### src/clkctl_pkg.sv
// Constants and types shared by the clock control block
`default_nettype none
package clkctl_pkg;
    localparam logic [12:0] SYNC_CFG_ADDR = 13'h0109;
    localparam logic [7:0] SYNC_CFG_RESET = 8'h00;
    localparam int SYNC_EN_BIT = 0;
    localparam int SYNC_ONCE_BIT = 1;
    localparam int SYNC_ARMED_BIT = 2;
    localparam int SYNC_SEEN_BIT = 3;
    localparam int DIV_W = 3;
    localparam int DIV_MIN = 1;
    localparam int DIV_MAX = 8;
    localparam logic [DIV_W-1:0] DIV_INIT = 3'h0;
    localparam int CLK_MHZ = 125;
    localparam int DCS_MIN_MHZ = 20;
    // Highest ratio whose divided rate still keeps the loop running
    localparam int DCS_MAX_DIV = CLK_MHZ / DCS_MIN_MHZ;
    localparam logic [DIV_W-1:0] DCS_MAX_M1 = DIV_W'(DCS_MAX_DIV - 1);
    localparam int RELOCK_NS = 1500;
    localparam int RELOCK_CYC = (RELOCK_NS * CLK_MHZ + 999) / 1000;
    localparam int RELOCK_W = 8;
    localparam logic [RELOCK_W-1:0] RELOCK_LOAD = RELOCK_W'(RELOCK_CYC);
    localparam int DWELL_W = 20;
    localparam int WAKE_SHIFT = 4;
    localparam int STBY_SHIFT = 6;

    typedef enum logic [3:0] {
        PWR_ON = 4'b0001,
        PWR_DOWN = 4'b0010,
        PWR_STBY = 4'b0100,
        PWR_WAKE = 4'b1000
    } pwr_state_t;

    // Cycles the divided clock stays high in one period
    function automatic logic [DIV_W:0] high_len(
        input logic [DIV_W-1:0] ratio_m1,
        input logic duty_cycle_stabilizer
    );
        logic [DIV_W:0] n;
        n = {1'b0, ratio_m1} + 4'h1;
        high_len = duty_cycle_stabilizer ? ((n + 4'h1) >> 1) : 4'h1;
    endfunction
endpackage
`default_nettype wire

### src/div_if.sv
// Carrier between the clock control and its divider core
`timescale 1ns/1ps
`default_nettype none
interface div_if;
    logic [2:0] ratio_m1;
    logic dcs_on;
    logic run;
    logic realign;
    logic [2:0] count;
    logic tick;
    logic phase_hi;
    modport ctrl (output ratio_m1, dcs_on, run, realign,
        input count, tick, phase_hi);
    modport core (input ratio_m1, dcs_on, run, realign,
        output count, tick, phase_hi);
endinterface
`default_nettype wire

### src/clk_divider.sv
// Integer divider core with realign and duty shaping
`timescale 1ns/1ps
`default_nettype none
module clk_divider (
    input wire logic clk,
    input wire logic reset_n,
    div_if.core d
);
    logic [clkctl_pkg::DIV_W:0] hi_len;

    // Stopped or realigned divider sits in its initial state
    always_ff @(posedge clk or negedge reset_n) begin
        if (!reset_n) begin
            d.count <= clkctl_pkg::DIV_INIT;
        end else if (!d.run || d.realign) begin // [RULE4]
            d.count <= clkctl_pkg::DIV_INIT;
        end else if (d.count >= d.ratio_m1) begin // [RULE1]
            d.count <= clkctl_pkg::DIV_INIT;
        end else begin
            d.count <= d.count + 3'h1;
        end
    end

    always_comb begin
        hi_len = clkctl_pkg::high_len(d.ratio_m1, d.dcs_on);
        // Period starts on the rising, sampling edge
        d.tick = d.run && (d.count == clkctl_pkg::DIV_INIT); // [RULE14]
        // Falling edge moved to mid-period while stabilised
        d.phase_hi = d.run && ({1'b0, d.count} < hi_len); // [RULE5]
    end
endmodule
`default_nettype wire

### src/clock_control.sv
// Clock divider, alignment, duty stabiliser and power-down control
`timescale 1ns/1ps
`default_nettype none
// Operation
// [RULE1] Divide the sample clock by any whole ratio from one to eight.
// [RULE2] An external alignment pulse realigns the divider phase.
// [RULE3] Config bits choose realign on every pulse or first after write.
// [RULE4] An accepted alignment pulse returns the divider to its initial state.
// [RULE5] Stabiliser retimes the falling edge for half-period high time.
// [RULE6] Stabiliser loop need not run below its lower input rate.
// [RULE7] Host waits the relock time after changing the clock rate.
// [RULE8] Power down when the pin or the serial control requests it.
// [RULE9] Output drivers go high impedance while powered down.
// [RULE10] Pin going low leaves pin power-down and resumes operation.
// [RULE11] Power-down shuts reference, its buffer, bias and clock.
// [RULE12] Serial-only standby keeps the reference on for faster wake.
// [RULE13] Wake-up time scales with the time spent powered down.
// [RULE14] Samples are taken on the rising internal clock edge.
// [RULE15] Alignment sampled on input clock; write re-arms one-shot mode.
// [RULE16] Stay powered down while either pin or register asks.
module clock_control (
    input wire logic CLK,
    input wire logic RESET_N,
    input wire logic SYNC_PIN,
    input wire logic POWERDOWN_PIN,
    input wire logic REG_WRITE,
    input wire logic [12:0] REG_ADDR,
    input wire logic [7:0] REG_WDATA,
    input wire logic [2:0] DIV_RATIO,
    input wire logic DCS_ENABLE,
    input wire logic SPI_POWERDOWN,
    input wire logic SPI_STANDBY,
    output logic [7:0] REG_RDATA,
    output logic INT_CLK,
    output logic SAMPLE_STROBE,
    output logic DCS_LOCKED,
    output logic OUT_OE_N,
    output logic REF_ON,
    output logic REF_BUF_ON,
    output logic BIAS_ON,
    output logic CLOCK_ON,
    output logic READY
);
    localparam int DW = clkctl_pkg::DWELL_W;

    div_if d ();
    logic sync_level;
    logic sync_rise;
    logic pd_pin;
    logic [7:0] cfg;
    logic armed;
    logic seen;
    logic wr_hit;
    logic accept;
    logic pd_req;
    logic stby_req;
    logic dcs_ok;
    logic dcs_prev;
    logic [2:0] ratio_prev;
    logic [clkctl_pkg::RELOCK_W-1:0] relock;
    logic locked;
    clkctl_pkg::pwr_state_t state;
    clkctl_pkg::pwr_state_t next_state;
    logic [DW-1:0] dwell;
    logic [DW-1:0] wake_cnt;

    // Alignment input sampled on the undivided clock
    pin_sync u_sync ( // [RULE15]
        .clk(CLK),
        .reset_n(RESET_N),
        .pin(SYNC_PIN),
        .level(sync_level),
        .rise(sync_rise)
    );

    pin_sync u_powerdown_pin (
        .clk(CLK),
        .reset_n(RESET_N),
        .pin(POWERDOWN_PIN),
        .level(pd_pin),
        .rise()
    );

    clk_divider u_div (
        .clk(CLK),
        .reset_n(RESET_N),
        .d(d.core)
    );

    assign wr_hit = REG_WRITE && (REG_ADDR == clkctl_pkg::SYNC_CFG_ADDR);
    // Once-only mode needs the one-shot armed by a config write
    assign accept = sync_rise && cfg[clkctl_pkg::SYNC_EN_BIT]
        && (!cfg[clkctl_pkg::SYNC_ONCE_BIT] || armed); // [RULE3]
    // Pin and register requests are ORed; the pin cannot be overridden
    assign pd_req = pd_pin || SPI_POWERDOWN; // [RULE16]
    assign stby_req = SPI_STANDBY && !pd_req; // [RULE12]
    // Loop is not run when the divided rate falls under its floor
    assign dcs_ok = DCS_ENABLE && (DIV_RATIO <= clkctl_pkg::DCS_MAX_M1)
        && (state == clkctl_pkg::PWR_ON); // [RULE6]
    assign locked = dcs_ok && (relock == '0);

    assign d.ratio_m1 = DIV_RATIO; // [RULE1]
    assign d.dcs_on = locked; // [RULE5]
    assign d.run = (state == clkctl_pkg::PWR_ON);
    assign d.realign = accept; // [RULE2]

    always_ff @(posedge CLK or negedge RESET_N) begin
        if (!RESET_N) begin
            cfg <= clkctl_pkg::SYNC_CFG_RESET;
        end else if (wr_hit) begin
            cfg <= {6'h00, REG_WDATA[1:0]};
        end
    end

    // A write in the same cycle as an accepted pulse re-arms
    always_ff @(posedge CLK or negedge RESET_N) begin
        if (!RESET_N) begin
            armed <= 1'b0;
        end else if (wr_hit) begin
            armed <= 1'b1; // [RULE15]
        end else if (accept && cfg[clkctl_pkg::SYNC_ONCE_BIT]) begin
            armed <= 1'b0; // [RULE15]
        end
    end

    // Sticky flag of an accepted pulse; the event wins over the write
    always_ff @(posedge CLK or negedge RESET_N) begin
        if (!RESET_N) begin
            seen <= 1'b0;
        end else if (accept) begin
            seen <= 1'b1;
        end else if (wr_hit) begin
            seen <= 1'b0;
        end
    end

    always_ff @(posedge CLK or negedge RESET_N) begin
        if (!RESET_N) begin
            REG_RDATA <= 8'h00;
        end else if (REG_ADDR == clkctl_pkg::SYNC_CFG_ADDR) begin
            REG_RDATA <= cfg;
            REG_RDATA[clkctl_pkg::SYNC_ARMED_BIT] <= armed;
            REG_RDATA[clkctl_pkg::SYNC_SEEN_BIT] <= seen;
        end else begin
            REG_RDATA <= 8'h00;
        end
    end

    // Relock wait after a rate change models the loop time constant
    always_ff @(posedge CLK or negedge RESET_N) begin
        if (!RESET_N) begin
            relock <= clkctl_pkg::RELOCK_LOAD;
            dcs_prev <= 1'b0;
            ratio_prev <= clkctl_pkg::DIV_INIT;
        end else begin
            dcs_prev <= dcs_ok;
            ratio_prev <= DIV_RATIO;
            if (!dcs_ok || !dcs_prev || (DIV_RATIO != ratio_prev)) begin
                relock <= clkctl_pkg::RELOCK_LOAD; // [RULE7]
            end else if (relock != '0) begin
                relock <= relock - 8'h01;
            end
        end
    end

    always_comb begin
        next_state = state;
        case (state)
            clkctl_pkg::PWR_ON: begin
                if (pd_req) begin
                    next_state = clkctl_pkg::PWR_DOWN; // [RULE8]
                end else if (stby_req) begin
                    next_state = clkctl_pkg::PWR_STBY; // [RULE12]
                end
            end
            clkctl_pkg::PWR_DOWN: begin
                if (!pd_req) begin
                    next_state = stby_req ? clkctl_pkg::PWR_STBY
                        : clkctl_pkg::PWR_WAKE; // [RULE10]
                end
            end
            clkctl_pkg::PWR_STBY: begin
                if (pd_req) begin
                    next_state = clkctl_pkg::PWR_DOWN;
                end else if (!stby_req) begin
                    next_state = clkctl_pkg::PWR_WAKE;
                end
            end
            clkctl_pkg::PWR_WAKE: begin
                if (pd_req) begin
                    next_state = clkctl_pkg::PWR_DOWN;
                end else if (stby_req) begin
                    next_state = clkctl_pkg::PWR_STBY;
                end else if (wake_cnt == '0) begin
                    next_state = clkctl_pkg::PWR_ON;
                end
            end
            default: begin
                next_state = clkctl_pkg::PWR_DOWN;
            end
        endcase
    end

    always_ff @(posedge CLK or negedge RESET_N) begin
        if (!RESET_N) begin
            state <= clkctl_pkg::PWR_ON;
        end else begin
            state <= next_state;
        end
    end

    // Dwell saturates rather than wraps, so long sleeps never wake fast
    always_ff @(posedge CLK or negedge RESET_N) begin
        if (!RESET_N) begin
            dwell <= '0;
        end else if (state == clkctl_pkg::PWR_ON
            || state == clkctl_pkg::PWR_WAKE) begin
            dwell <= '0;
        end else if (dwell != '1) begin
            dwell <= dwell + 20'h00001;
        end
    end

    // Recharge time tracks the dwell; standby keeps more charge
    always_ff @(posedge CLK or negedge RESET_N) begin
        if (!RESET_N) begin
            wake_cnt <= '0;
        end else if (state == clkctl_pkg::PWR_DOWN) begin
            wake_cnt <= dwell >> clkctl_pkg::WAKE_SHIFT; // [RULE13]
        end else if (state == clkctl_pkg::PWR_STBY) begin
            wake_cnt <= dwell >> clkctl_pkg::STBY_SHIFT; // [RULE12]
        end else if (wake_cnt != '0) begin
            wake_cnt <= wake_cnt - 20'h00001;
        end
    end

    always_ff @(posedge CLK or negedge RESET_N) begin
        if (!RESET_N) begin
            OUT_OE_N <= 1'b1;
            REF_ON <= 1'b0;
            REF_BUF_ON <= 1'b0;
            BIAS_ON <= 1'b0;
            CLOCK_ON <= 1'b0;
            READY <= 1'b0;
        end else begin
            OUT_OE_N <= (state != clkctl_pkg::PWR_ON); // [RULE9]
            REF_ON <= (state != clkctl_pkg::PWR_DOWN); // [RULE11]
            REF_BUF_ON <= (state != clkctl_pkg::PWR_DOWN); // [RULE12]
            BIAS_ON <= (state == clkctl_pkg::PWR_ON)
                || (state == clkctl_pkg::PWR_WAKE); // [RULE11]
            CLOCK_ON <= (state == clkctl_pkg::PWR_ON); // [RULE11]
            READY <= (state == clkctl_pkg::PWR_ON);
        end
    end

    always_ff @(posedge CLK or negedge RESET_N) begin
        if (!RESET_N) begin
            INT_CLK <= 1'b0;
            SAMPLE_STROBE <= 1'b0;
            DCS_LOCKED <= 1'b0;
        end else begin
            INT_CLK <= d.phase_hi; // [RULE5]
            SAMPLE_STROBE <= d.tick; // [RULE14]
            DCS_LOCKED <= locked;
        end
    end
endmodule
`default_nettype wire

### src/pin_sync.sv
// Three-stage pin synchroniser with agreement filter and rise pulse
`timescale 1ns/1ps
`default_nettype none
module pin_sync (
    input wire logic clk,
    input wire logic reset_n,
    input wire logic pin,
    output logic level,
    output logic rise
);
    logic ff1;
    logic ff2;
    logic ff3;

    always_ff @(posedge clk or negedge reset_n) begin
        if (!reset_n) begin
            ff1 <= 1'b0;
            ff2 <= 1'b0;
            ff3 <= 1'b0;
        end else begin
            ff1 <= pin;
            ff2 <= ff1;
            ff3 <= ff2;
        end
    end

    // A change counts only once the last two stages agree
    always_ff @(posedge clk or negedge reset_n) begin
        if (!reset_n) begin
            level <= 1'b0;
            rise <= 1'b0;
        end else begin
            rise <= (ff2 == ff3) && ff3 && !level;
            if (ff2 == ff3) begin
                level <= ff3;
            end
        end
    end
endmodule
`default_nettype wire
### config.mk
export PLATFORM = sky130hd
export DESIGN_NAME = clock_control
export DESIGN_NICKNAME = d
export VERILOG_FILES = /design/src/clkctl_pkg.sv /design/src/div_if.sv /design/src/clk_divider.sv /design/src/clock_control.sv /design/src/pin_sync.sv
export SDC_FILE = /design/constraint.sdc
export NUM_CORES = 1
export LEC_CHECK = 0
export ABC_AREA = 1
export BUFFER_PORTS_ARGS = -buffer_cell sky130_fd_sc_hd__clkbuf_2
export CAP_MARGIN = 20
export CORE_UTILIZATION = 45
export CTS_BUF_LIST = sky130_fd_sc_hd__clkbuf_2
export DETAILED_ROUTE_END_ITERATION = 10
export REMOVE_ABC_BUFFERS = 1
export SYNTH_ARGS = -nofsm -noshare
export SYNTH_HDL_FRONTEND = slang
export SYNTH_SLANG_ARGS = --single-unit
### constraint.sdc
create_clock -name CLK -period 4.45 [get_ports CLK]
set_input_delay 0.2225 -clock CLK [delete_from_list [all_inputs] [get_ports CLK]]
set_output_delay 0.2225 -clock CLK [all_outputs]
set_load 0.02 [all_outputs]
### Yosys cells after proc, flatten, opt, wreduce, memory -nomap -nowiden

Index checks and enable logic that the tools add are counted.

| word-level totals | value |
|---|---|
| bits in latches | 0 |
| output and inout port bits | 17 |
| bits in read-only memories | 0 |
| register bits after elaboration | 87 |
| memories kept | 0 |
| bits in writable memories | 0 |
| input port bits | 32 |

| operators by class | value |
|---|---|
| $add $sub $neg | 6 |
| equality and inequality tests | 15 |
| $mul | 0 |
| mux-type cells | 25 |
| reduce and logical (&&, ||, !) cells | 35 |
| $lt $le $gt $ge | 3 |
| div/mod/pow operators | 0 |
| shifts and indexed selects | 0 |
| bitwise operators | 0 |

Operators by type and width:

| operator | count |
|---|---|
| $mux W20 | 5 |
| $mux W4 | 10 |
| $add A20 B1 Y20 const B | 1 |
| $logic_not A20 Y1 | 1 |
| $ne A20 B20 Y1 const B | 1 |
| $reduce_bool A20 Y1 | 1 |
| $sub A20 B1 Y20 const B | 1 |
| $mux W8 | 2 |
| $pmux W4 S4 | 1 |
| $eq A13 B9 Y1 const B | 1 |
| $logic_and A1 B1 Y1 | 12 |
| $mux W3 | 3 |
| $logic_not A8 Y1 | 1 |
| $reduce_bool A2 Y1 | 4 |
| $reduce_bool A8 Y1 | 1 |
| $sub A8 B1 Y8 const B | 1 |
| $logic_not A1 Y1 | 6 |
| $logic_or A1 B1 Y1 | 6 |
| $ne A3 B3 Y1 const B | 2 |
| $add A3 B1 Y4 const B | 1 |
| $add A4 B1 Y4 const B | 1 |
| $eq A4 B1 Y1 const B | 1 |
| $eq A4 B2 Y1 const B | 1 |
| $eq A4 B3 Y1 const B | 1 |
| 15 further kinds | 19 |

### Longest topological paths before layout

Gate-level depths: netlist (run 1).

| depth | value |
|---|---|
| word-level depth | 7 |
| gate-level depth with buffers | 11 |
| depth with buffers taken out | 11 |

### By module

A second synthesis (run 1) with hierarchy kept.

| unflattened totals | value |
|---|---|
| cells, all modules | 669 |
| area total of the unflattened synthesis | 4902.2 µm² |

Modules (own cells, without submodules):

| module | cells an instance | instances | area each (µm²) |
|---|---|---|---|
| clock_control | 600 | 1 | 4260.3 |
| clk_divider | 45 | 1 | 321.6 |
| pin_sync | 12 | 2 | 160.2 |

### Least setup slack after synthesis (run 1)

Ideal clock, no wire load.

| path | value |
|---|---|
| path kind | register to register |
| from | register relock[0] (netlist name) |
| to | register INT_CLK |
| arrival time | 1.594 ns |
| path buffers | 0 |
| setup time | 0.077 ns |
| slack | 2.779 ns |
| cell stages (with the launch flop) | 12 |
| cells stage by stage | dfrtp_1 > inv_1 > ha_1 > nand2_1 > nor2_1 > inv_1 > nor3_1 > nand2_1 > ha_1 > nand2_1 > nand2_1 > a21oi_1 |

| between the ends | value |
|---|---|
| cells in the longest elaborated chain, start to end | 5 |

Ends and longest elaborated chain:

| element | RTL line | source |
|---|---|---|
| from (decl) | clock_control.sv:60 | `logic [clkctl_pkg::RELOCK_W-1:0] relock;` |
| from (signal assigned) | clock_control.sv:152 | `relock <= clkctl_pkg::RELOCK_LOAD;` |
| from (signal assigned) | clock_control.sv:159 | `relock <= clkctl_pkg::RELOCK_LOAD;` |
| from (signal assigned) | clock_control.sv:161 | `relock <= relock - 8'h01;` |
| $logic_not A8 Y1 | clock_control.sv:100 | `assign locked = dcs_ok && (relock == '0);` |
| $logic_and A1 B1 Y1 | clock_control.sv:100 |  |
| net d.dcs_on | div_if.sv:6 | `logic dcs_on;` |
| $mux W3 | clkctl_pkg.sv:41 | `high_len = duty_cycle_stabilizer ? ((n + 4'h1) >> 1) : 4'h1;` |
| $lt A3 B4 Y1 | clk_divider.sv:29 | `d.phase_hi = d.run && ({1'b0, d.count} < hi_len);` |
| $logic_and A1 B1 Y1 | clk_divider.sv:29 |  |
| net d.phase_hi | div_if.sv:11 | `logic phase_hi;` |
| to (signal assigned) | clock_control.sv:262 | `INT_CLK <= d.phase_hi;` |
| to (decl) | clock_control.sv:34 | `output logic INT_CLK,` |

The timed path passes the listed nets, and every way through them passes these cells.
A chain may end at the register's enable or synchronous reset.

### Worst setup path after layout (run 1)

| path | value |
|---|---|
| from | register state[0] |
| to | register wake_cnt[8] |

| between the ends | value |
|---|---|
| cells in the longest elaborated chain, start to end | 3 |

Ends and longest elaborated chain:

| element | RTL line | source |
|---|---|---|
| from (decl) | clock_control.sv:62 | `clkctl_pkg::pwr_state_t state;` |
| from (signal assigned) | clock_control.sv:206 | `state <= clkctl_pkg::PWR_ON;` |
| from (signal assigned) | clock_control.sv:208 | `state <= next_state;` |
| $eq A4 B3 Y1 | clock_control.sv:230 | `end else if (state == clkctl_pkg::PWR_STBY) begin` |
| $mux W20 | clock_control.sv:230 |  |
| $mux W20 | clock_control.sv:228 | `end else if (state == clkctl_pkg::PWR_DOWN) begin` |
| to (signal assigned) | clock_control.sv:229 | `wake_cnt <= dwell >> clkctl_pkg::WAKE_SHIFT;` |
| to (signal assigned) | clock_control.sv:231 | `wake_cnt <= dwell >> clkctl_pkg::STBY_SHIFT;` |
| to (signal assigned) | clock_control.sv:233 | `wake_cnt <= wake_cnt - 20'h00001;` |
| to (decl) | clock_control.sv:65 | `logic [DW-1:0] wake_cnt;` |

Several ways; a longest one is shown, not always the timed one.

==> results by group, run 1 <==
CTS
  • H-tree depth: 3
  • TritonCTS clock tree: yes
  • Clk slew on worst S/H paths: 250 ps
  • Inserted Clock Buffers: 9
  • Maximum root-to-sink buffer count: 2
  • Worst-Skew Late Latency: 580 ps
  • # clock sinks: 83
  • Root buf cell: clkbuf_2

Detailed routing
  • WL/cell: 12.67 um
  • Drt first pass iters: 4
  • Final WL: 10.34 mm
  • DR DRC count: 0
  • Iteration-0 DRC count of the detailed router: 220
  • Via Count: 4057
  • Via/cell ratio: 4.972
  • Antenna viol nets, final: 0

Critical path
  • WP buf/inv: 1
  • Critical Path RT: 4920 ps
  • CP Depth: 7
  • Crit Path Max Fanout: 24
  • Setup crit end kind: flop
  • Worst Path Arrival: 2520 ps
  • Cells along the critical path: nor2_1, nand2_2, inv_2, nor2_4, nand2_4, o21ai_0, a21oi_1
  • CP delay by family, top: simple AND/OR/NAND/NOR gates
  • Max incr delay on CP: 600 ps
  • Critical setup path kind: flop to flop
  • Crit start category: flop
  • Register-to-Register Path Depth: 7
  • Slowest stage cell, crit path: dfstp_2

Floorplan
  • Die Wd: 105.1 um
  • Die area: 0.01105 mm2
  • Total I/O pin count: 49
  • Chip height: 105.1 um
  • Initial Util: 46.36%
  • CORE AREA: 0.01032 mm2
  • Core Rows: 37

Cells and area
  • # diodes: 0
  • Util after Layout: 51.51%
  • Fin area: 0.005318 mm2
  • Sequential cell area: 0.002086 mm2
  • Area of the multi-input gates: 0.002291 mm2
  • Area grow syn2layout: 11.11%
  • Number of non-filler instances in the completed layout: 816
  • Layout cells sized above 1: 17.21%
  • Filler instances: 981
  • Final nets: 721

Yosys
  • Cells after Synth: 624
  • Post-Syn Area: 0.004786 mm2
  • Most used DFF post-synth: dfrtp_1
  • Sequential-to-total area share from yosys stat: 43.58%
  • Syn_area_per_cell: 7.670 um2
  • Synth Register Bits: 83
  • EDFF count, synth: 0
  • Post-synth ARST share: 100.0%
  • Synth Warn #: 0
  • Netlist cell types: 43

Global routing
  • Vias in the first global route: 3883
  • Pin count of the biggest net entering global routing: 58
  • GRT Total Usage: 20.62%
  • Antenna violations before repair: 0
  • Grt ovf: 0
  • First-pass GRT wire length: 18.12 mm

STA
  • Slew headroom: 53.91%
  • Final period utilization: 46.12%
  • Period minus WS final: 2052 ps
  • Clock Skew: 20.22 ps
  • Maximum clock rate: 487.3 MHz
  • Final Hold Viols: 0
  • Unrepaired setup endpoints after global routing: no
  • Max Slew Vio Count: 0
  • Fin Setup TNS: 0 ps
  • Worst Tran Pin Value: 691.3 ps
  • Setup violations, final: 0

Min path
  • WHS Path Cells: 5
  • HP Class: input port to flop

Place
  • Placed inst area: 0.005077 mm2
  • Post-Place Cells: 788
  • Detailed Place HPWL: 7.568 mm
  • GP Congestion: 0.8640
  • Port bufs: 38

Flow run
  • Max cap viols: 0

Power
  • Total leakage power: 0.002627 uW
  • Max VDD drop: 256.5 uV
  • Power Density: 429.6 mW/mm2

Status
  • Status: finished, final reports clean
-- per-stage QoR --
stage,hold slack (ps),power [uW],setup WS [ps]
floorplan,-73.09,1643,2779
global placement,153.4,1840,2452
detailed placement,158.6,1857,2446
CTS,0.8892,2293,2392
global route,27.22,2479,2189
finish,29.24,2284,2398
-- cells in the mapped netlist (all sizes together), types with 3 or more instances --
| cell | instances | area (um2) |
|---|---|---|
| a21oi | 26 | 133.9 |
| buf | 11 | 78.82 |
| clkbuf | 3 | 11.26 |
| dfrtp | 76 | 1902 |
| dfstp | 7 | 183.9 |
| ha | 14 | 175.2 |
| inv | 88 | 330.3 |
| nand2 | 138 | 538.0 |
| nand3 | 59 | 322.8 |
| nand4 | 12 | 81.33 |
| nor2 | 92 | 405.4 |
| nor3 | 15 | 96.35 |
| o211ai | 5 | 42.54 |
| o21ai | 50 | 280.3 |
| or2 | 8 | 50.05 |
| xor2 | 3 | 26.28 |
-- state kept, by name, indices dropped and copies added, names as in the netlist, 2 cells and up --
| name | cells |
|---|---|
| REG_RDATA | 4 |
| cfg | 2 |
| relock | 8 |
| wake_cnt | 20 |
| ratio_prev | 3 |
| dwell | 20 |
| u_div.d.count | 3 |
| state | 4 |
-- cells by family (layout without fill, tap and decap cells) --
group | after synthesis | in the layout | share of synthesized area (%)
and+or+nand+nor | 328 | 328 | 31.82
buffers and inverters | 102 | 155 | 8.784
AOI/OAI and AO/OA | 88 | 88 | 10.64
DFF | 83 | 83 | 43.58
adders and majority gates | 15 | 15 | 3.869
xor gates and xnor gates | 5 | 5 | 0.9152
other | 2 | 5 | 0.1569
muxes | 1 | 1 | 0.2353
-- layer usage --
layer | track usage [%] | routed length [um] | vias up
met5 | 0 | 0 | -
met1 | 27.01 | 5018 | 1865
li1 | - | - | 2120
met4 | 8.149 | 166 | 0
met2 | 34.15 | 4866 | 60
met3 | 3.244 | 289 | 12
-- cells in the final DEF (no fill, tap or decap), types with 2 or more instances in the layout --
cell type | netlist | final
nor3_2 | 2 | 2
a31oi_1 | 2 | 2
a31o_2 | 2 | 2
nor2_1 | 80 | 80
nand3_2 | 3 | 3
clkbuf_2 | 0 | 46
xnor2_1 | 2 | 2
xor2_1 | 3 | 3
inv_2 | 8 | 8
dfstp_2 | 7 | 7
a21oi_1 | 25 | 25
nand2_1 | 132 | 132
nor3_1 | 12 | 12
o21ai_0 | 38 | 38
o21ai_1 | 4 | 4
or2_2 | 8 | 8
nand4_1 | 11 | 11
o31ai_1 | 2 | 2
dlygate4sd3_1 | 0 | 12
buf_4 | 7 | 2
nor2_4 | 6 | 6
inv_6 | 0 | 3
dfrtp_1 | 76 | 76
inv_1 | 80 | 80
nor3b_1 | 2 | 2
nor2_2 | 6 | 6
ha_1 | 14 | 14
conb_1 | 2 | 5
nand3_1 | 55 | 55
o21ai_2 | 8 | 8
nand2_2 | 5 | 5
o211ai_1 | 4 | 4
clkinv_2 | 0 | 2
-- tightest hold or removal path, delay by kind of cell --
kind	cells	cell delay, ps
AND/OR/NAND/NOR	3	190
buffers and inverters	2	180
-- area by class of cell --
| type | instances | share of cell area [%] |
|---|---|---|
| Clock inverter | 7 | 1.412 |
| Inverter | 88 | 6.212 |
| Timing Repair Buffer | 51 | 6.024 |
| Sequential cell | 83 | 39.22 |
| Multi-Input combinational cell | 442 | 43.08 |
| Clock buffer | 9 | 0.8471 |
| Tap cell | 136 | 3.200 |
-- report_power, final --
group	switching (uW)	internal [uW]
Clock	291	136
Sequential	117	869
Combinational	572	300
Total	980	1300
-- worst paths after layout --
path / from / to / slack, ps
setup / recovery: state[0] / wake_cnt[8] / 2400
setup reg to reg: state[0] / wake_cnt[8] / 2400
hold reg to reg: u_powerdown_pin.ff1 / u_powerdown_pin.ff2 / 390
hold / removal: REG_ADDR[0] / REG_RDATA[0] / 30
max in group asynchronous: RESET_N / u_sync.rise / 3390
min in group asynchronous: RESET_N / relock[6] / 40
-- what timing repair did --
| action | 4_1_cts | 5_1_grt |
|---|---|---|
| buffers inserted | 0 | 0 |
| gates resized for setup | 0 | 0 |
| hold buffers | 12 | 0 |
| endpoints found under the hold margin | 37 | 0 |
No activity file was read; power rests on OpenSTA's default activity.
==> run 2: changes to the inputs <==
--- a/config.mk
+++ b/config.mk
@@ -11,6 +11,7 @@
 export CORE_UTILIZATION = 45
 export CTS_BUF_LIST = sky130_fd_sc_hd__clkbuf_2
 export DETAILED_ROUTE_END_ITERATION = 10
+export PLACE_DENSITY = 0.66
 export REMOVE_ABC_BUFFERS = 1
 export SYNTH_ARGS = -nofsm -noshare
 export SYNTH_HDL_FRONTEND = slang
==> constraint.sdc (replaced) <==
create_clock -name CLK -period 1.8 [get_ports CLK]
set_input_delay 0.09 -clock CLK [delete_from_list [all_inputs] [get_ports CLK]]
set_output_delay 0.09 -clock CLK [all_outputs]
set_load 0.02 [all_outputs]
==> run 2 against run 1 <==
  * Global-route usage up 0.54 points
  * Count of clock-buffer cells in the layout is 1 higher
  * Maximum frequency increased by 19%
  * Setup slack lost 2300 ps
  * Register-to-register slack worse by 2300 ps
  * Core utilization is 2.7 points higher
  * Total power rose to 2.5 times the previous value
  * Critical endpoint is now wake_cnt[15]
  * Largest cell class unchanged
  * Largest power group unchanged
==> results by group, run 2 (synthesis results as in run 1) <==
Status
  • Status: finished, final reports clean

Global routing
  • Pin count of the biggest net entering global routing: 45 (-22%)
  • Grt ovf: 0 (unchanged)
  • First-pass GRT wire length: 18.86 mm (+4.1%)
  • GRT Total Usage: 21.15% (+0.54 points)
  • Vias in the first global route: 4289 (+10%)
  • Antenna violations before repair: 0 (unchanged)

Critical path
  • Crit start category: flop
  • Reg-to-Reg Start: wake_cnt[0]
  • Worst reg2reg endpoint: wake_cnt[15]
  • Register-to-Register Path Depth: 10 (+3)
  • Setup crit end kind: flop
  • Critical Path RT: 2280 ps (-2640 ps)
  • Crit Path Max Fanout: 7 (-71%)
  • R2r setup slk: 80 ps (-2320 ps)
  • Critical setup path kind: flop to flop
  • Worst Path Arrival: 2200 ps (-320 ps)

Detailed routing
  • Antenna viol nets, final: 0 (unchanged)
  • Via Count: 4292 (+5.8%)
  • Drt first pass iters: 5 (+1)
  • WL/cell: 12.89 um (+1.7%)
  • Final WL: 10.87 mm (+5.1%)
  • Via/cell ratio: 5.091 (+2.4%)
  • DR DRC count: 0 (unchanged)
  • Iteration-0 DRC count of the detailed router: 231 (+5.0%)

Floorplan
  • CORE AREA: 0.01032 mm2 (unchanged)
  • Die Wd: 105.1 um (unchanged)
  • Total I/O pin count: 49 (unchanged)
  • Core Rows: 37 (unchanged)
  • Initial Util: 46.36% (unchanged)
  • Die area: 0.01105 mm2 (unchanged)
  • Chip height: 105.1 um (unchanged)

Cells and area
  • Number of non-filler instances in the completed layout: 843 (+3.3%)
  • Top flop regs: dwell: 20 flops, wake_cnt: 20 flops, relock: 8 flops
  • Area of the multi-input gates: 0.002347 mm2 (+2.5%)
  • Fin area: 0.005598 mm2 (+5.3%)
  • Most common cell after layout, fill and taps aside: nand2_1
  • Area grow syn2layout: 16.97%
  • Layout cells sized above 1: 21.22% (+4.0 points)
  • Most frequent cells in the layout: 131 x nand2_1, 78 x nor2_1, 76 x dfrtp_1
  • # diodes: 0 (unchanged)
  • Filler instances: 966 (-1.5%)
  • Final nets: 748 (+3.7%)
  • Sequential cell area: 0.002086 mm2 (unchanged)

Place
  • GP Congestion: 0.8753 (+1.3%)
  • Placed inst area: 0.005210 mm2 (+2.6%)
  • Detailed Place HPWL: 7.936 mm (+4.9%)
  • DP Worst Slack: -18.41 ps (-2464 ps)
  • Post-Place Cells: 804 (+2.0%)
  • Port bufs: 38 (unchanged)

CTS
  • H-tree depth: 3 (unchanged)
  • TritonCTS clock tree: yes
  • Inserted Clock Buffers: 9 (unchanged)
  • Worst-Skew Late Latency: 550 ps (-30 ps)
  • Root buf cell: clkbuf_2
  • Maximum root-to-sink buffer count: 2 (unchanged)
  • Clk slew on worst S/H paths: 250 ps (about the same)
  • # clock sinks: 83 (unchanged)

Flow run
  • Max cap viols: 0 (unchanged)

STA
  • Unrepaired setup endpoints after global routing: yes
  • Max Slew Vio Count: 0 (unchanged)
  • Clock Skew: 30.09 ps (+9.873 ps)
  • Final period utilization: 95.52% (+49 points)
  • Setup violations, final: 0 (unchanged)
  • Maximum clock rate: 581.6 MHz (+19%)
  • Setup ws final: 80.72 ps (-2317 ps)
  • Period minus WS final: 1719 ps (-332.9 ps)
  • WHS: 42.09 ps (+12.84 ps)
  • Slew headroom: 60.45% (+6.5 points)
  • Final Hold Viols: 0 (unchanged)
  • Worst Tran Pin Value: 593.2 ps (-98.14 ps)
  • Fin Setup TNS: 0 ps (unchanged)

Power
  • Power Density: 1035 mW/mm2 (+140%)
  • Total leakage power: 0.002766 uW (+5.3%)
  • Max VDD drop: 798.3 uV (+210%)

Min path
  • HP Class: input port to asynchronous set/reset pin
## run 2: cell types whose count changed in the layout (fill, tap and decap cells not counted), sizes merged, moves of 2 or more
cell	delta
clkinv	-2
clkinvlp	+2
buf	+20
dlygate4sd3	+6
## run 2: metrics by stage
stage,utilization (%),power (uW)
2_1_floorplan,-,4062
3_3_place_gp,50.47,4623
3_5_place_dp,50.47,4683
4_1_cts,53.44,5735
5_1_grt,54.22,6268
6_report,54.22,5792
## run 2: area by class of cell
| class | instances | share of cell area [%] |
|---|---|---|
| Timing Repair Buffer | 77 | 9.700 |
| Clock buffer | 10 | 0.8941 |
| Inverter | 88 | 5.901 |
| Tap cell | 136 | 3.040 |
| Sequential cell | 83 | 37.26 |
| Clock inverter | 6 | 1.274 |
| Multi-Input combinational cell | 443 | 41.93 |
## run 2: power breakdown
part / switching, uW / leakage (uW) / total, uW / internal, uW
sequential: 278 / 0.00106 / 2430 / 2150
clock: 698 / 0.0000691 / 1040 / 338
combinational: 1480 / 0.00163 / 2330 / 849
total: 2460 / 0.00277 / 5790 / 3340
## run 2: worst max-delay path, stage by stage, from the launching register on
cell	delay [ps]
dfrtp_1	440
inv_2	90
ha_2	190
inv_1	40
nor2_1	90
and2_4	150
nand3_1	100
nor2_4	250
nand2_4	160
inv_2	100
a21oi_1	40
## run 2: worst max path at each step
stage | startpoint | endpoint | slack (ps)
after floorplan | relock[0] | INT_CLK | 130
after global placement | relock[0] | INT_CLK | 80
after detailed placement | relock[0] | INT_CLK | -20
after CTS | relock[0] | INT_CLK | 40
after global routing | relock[2] | INT_CLK | -70
final | wake_cnt[0] | wake_cnt[15] | 80
## run 2: repair_timing
| action | 4_1_cts | 5_1_grt |
|---|---|---|
| endpoints found under the setup margin | 1 | 13 |
| pin swaps | 0 | 4 |
| hold buffers | 18 | 0 |
| cloned | 0 | 1 |
| endpoints found under the hold margin | 86 | 0 |
| gates resized for setup | 1 | 16 |
| setup buffers | 0 | 4 |
## run 2: layer usage
layer,wire [um],global-route usage (%)
met2,5433,37.46
met5,0,0
met3,301,3.182
met4,168,7.545
met1,4965,26.09
==> run 3: changes to the inputs <==
--- a/config.mk
+++ b/config.mk
@@ -11,8 +11,8 @@
 export CORE_UTILIZATION = 45
 export CTS_BUF_LIST = sky130_fd_sc_hd__clkbuf_2
 export DETAILED_ROUTE_END_ITERATION = 10
-export PLACE_DENSITY = 0.66
 export REMOVE_ABC_BUFFERS = 1
 export SYNTH_ARGS = -nofsm -noshare
 export SYNTH_HDL_FRONTEND = slang
+export SYNTH_HIERARCHICAL = 1
 export SYNTH_SLANG_ARGS = --single-unit
==> constraint.sdc (replaced) <==
create_clock -name CLK -period 1.7 [get_ports CLK]
set_input_delay 0.085 -clock CLK [delete_from_list [all_inputs] [get_ports CLK]]
set_output_delay 0.085 -clock CLK [all_outputs]
set_load 0.02 [all_outputs]
==> run 3 against run 2 <==
  * Wire length rose by 17%
  * Sequential cell count unchanged
  * Count of clock-buffer cells in the layout is 1 higher
  * Sequential power is 6% higher
  * The flow now finishes with violations (negative setup slack)
  * Sequential share of layout area down 3.4 points
  * Worst hold slack better by 40 ps
  * Largest cell class unchanged
  * Critical path type unchanged
  * Clock skew up 2.6 ps
  * Critical path depth rose by 2
  * Final cell count up 9.6%
==> results by group, run 3 <==
Floorplan
  • Chip height: 106.0 um (+0.86%)
  • Core Rows: 37 (unchanged)
  • Die area: 0.01124 mm2 (+1.7%)
  • CORE AREA: 0.01042 mm2 (+0.90%)
  • Initial Util: 46.75% (+0.39 points)
  • Total I/O pin count: 49 (unchanged)
  • Die Wd: 106.0 um (+0.86%)

STA
  • Final period utilization: 101.9% (+6.3 points)
  • Final Hold Viols: 0 (unchanged)
  • Setup ws final: -31.53 ps (-112.2 ps)
  • Clock Skew: 32.68 ps (+2.587 ps)
  • Max Slew Vio Count: 0 (unchanged)
  • Period minus WS final: 1732 ps (+12.24 ps)
  • Maximum clock rate: 577.5 MHz (-0.71%)
  • Unrepaired setup endpoints after global routing: yes
  • Setup violations, final: 1 (+1)

Detailed routing
  • WL/cell: 13.80 um (+7.0%)
  • Drt first pass iters: 5 (unchanged)
  • Antenna viol nets, final: 0 (unchanged)
  • Final WL: 12.75 mm (+17%)
  • Via Count: 4699 (+9.5%)
  • DR DRC count: 0 (unchanged)
  • Via/cell ratio: 5.085 (-0.11%)
  • Iteration-0 DRC count of the detailed router: 289 (+25%)

Cells and area
  • Top flop regs: dwell: 20 flops, wake_cnt: 20 flops, relock: 8 flops
  • # diodes: 0 (unchanged)
  • Most frequent cells in the layout: 167 x nand2_1, 83 x nor2_1, 80 x inv_1
  • Number of non-filler instances in the completed layout: 924 (+9.6%)
  • Most common cell after layout, fill and taps aside: nand2_1
  • Fin area: 0.006173 mm2 (+10%)
  • Area grow syn2layout: 26.77%
  • Util after Layout: 59.27% (+5.0 points)
  • Layout cells sized above 1: 24.49% (+3.3 points)
  • Final nets: 829 (+11%)

Global routing
  • GRT Total Usage: 23.91% (+2.8 points)
  • Pin count of the biggest net entering global routing: 32 (-29%)
  • Grt ovf: 0 (unchanged)
  • Antenna violations before repair: 0 (unchanged)
  • First-pass GRT wire length: 21.11 mm (+12%)
  • Vias in the first global route: 4580 (+6.8%)

Place
  • Port bufs: 38 (unchanged)
  • Placed inst area: 0.005475 mm2 (+5.1%)
  • Detailed Place HPWL: 9.036 mm (+14%)
  • GP Congestion: 0.8879 (+1.4%)
  • Post-Place Cells: 870 (+8.2%)

Power
  • Switching fraction of total power: 42.79% (+0.37 points)
  • Int Power: 3985 uW (+19%)
  • Net switching power: 2981 uW (+21%)
  • Sequential share of power: 37.1% (-4.8 points)
  • Max VDD drop: 582.0 uV (-27%)
  • Comb power frac: 47.0% (+6.8 points)
  • Total leakage power: 0.003157 uW (+14%)
  • Power Density: 1128 mW/mm2 (+9.0%)
  • Clock power frac: 15.9% (-2.0 points)

Status
  • Failing checks: negative setup slack
  • Status: finished with violations

Min path
  • HP Class: input port to asynchronous set/reset pin

CTS
  • Inserted Clock Buffers: 9 (unchanged)
  • # clock sinks: 83 (unchanged)
  • Worst-Skew Late Latency: 570 ps (+20 ps)
  • H-tree depth: 3 (unchanged)
  • Clk slew on worst S/H paths: 260 ps (about the same)
  • TritonCTS clock tree: yes
  • Root buf cell: clkbuf_2
  • Maximum root-to-sink buffer count: 2 (unchanged)

Critical path
  • Worst Path Arrival: 2240 ps (+40 ps)
  • CP delay by family, top: flip-flops
  • WP buf/inv: 3 (unchanged)
  • Cells along the critical path: inv_2, ha_4, nand2_2, inv_2, nand3_2, nor3_2, buf_4, nand2_2, ha_4, nand2_2, a21oi_2, nor2_1
  • Crit start category: flop
  • Max incr delay on CP: 450 ps (about the same)
  • Crit path top cell by count: nand2_2
  • Critical setup path kind: flop to flop
  • Crit Path Max Fanout: 3 (-4)
  • Slowest stage cell, crit path: dfrtp_1
  • Critical Path RT: 2210 ps (-70 ps)
  • Setup crit end kind: flop

Yosys
  • Synth Warn #: 6 (+6)
  • Syn_area_per_cell: 7.312 um2 (-4.7%)
  • Cells after Synth: 666 (+6.7%)
  • Post-Syn Area: 0.004870 mm2 (+1.8%)

Flow run
  • Max cap viols: 0 (unchanged)
-- run 3: final timing paths --
check	from	endpoint	slack, ps	depth (start not counted)
worst min register to register	u_powerdown_pin/ff1	u_powerdown_pin/ff2	400	0
min in group CLK	SYNC_PIN	u_sync/ff1	150	2
worst max-delay path	relock[1]	INT_CLK	-30	12
worst max register to register	relock[1]	INT_CLK	-30	12
worst min-delay path	RESET_N	OUT_OE_N	80	2
max in group asynchronous	RESET_N	dwell[18]	1340	3
-- run 3: cell type report --
class                           instances  area [um2]
Sequential cell                        83        2088
Tap cell                              136       170.2
Inverter                               96       370.4
Fill cell                             978        4243
Clock buffer                           11       55.05
Multi-Input combinational cell        476        2529
Timing Repair Buffer                  117       898.4
Clock inverter                          5       62.56
-- run 3: power groups by stage --
| stage | combinational, uW | clock, uW | sequential [uW] |
|---|---|---|---|
| 2_1_floorplan | 1750 | 0 | 2580 |
| 3_3_place_gp | 2670 | 0 | 2600 |
| 3_5_place_dp | 2710 | 0 | 2600 |
| 4_1_cts | 2810 | 1130 | 2560 |
| 5_1_grt | 3670 | 1200 | 2630 |
| 6_report | 3280 | 1110 | 2580 |
-- run 3: timing repair --
| action | CTS | global route |
|---|---|---|
| setup endpoints to repair | 3 | 44 |
| hold buffers | 19 | 0 |
| gates resized for setup | 7 | 53 |
| pin swaps | 5 | 15 |
| endpoints found under the hold margin | 103 | 0 |
| buffers inserted | 4 | 13 |
| gates cloned | 0 | 2 |
-- run 3: routing by layer --
metal | vias to the layer above | global-route usage, % | share of wire, %
li1 | 2370 | - | -
met1 | 2231 | 29.52 | 45
met2 | 78 | 42.53 | 50
met3 | 20 | 2.636 | 2.4
met4 | 0 | 9.722 | 2.0
met5 | - | 0 | 0
-- run 3: metrics by stage --
stage | power [uW] | hold slack, ps | setup TNS (ps) | setup WS (ps)
after floorplan | 4330 | -210.6 | -226.3 | -226.3
after global placement | 5273 | 60.31 | -94.34 | -94.34
after detailed placement | 5318 | 63.39 | -119.9 | -119.9
after CTS | 6496 | 61.55 | -22.56 | -22.56
after global routing | 7505 | 74.45 | -198.7 | -135.5
final | 6965 | 82.42 | -31.53 | -31.53
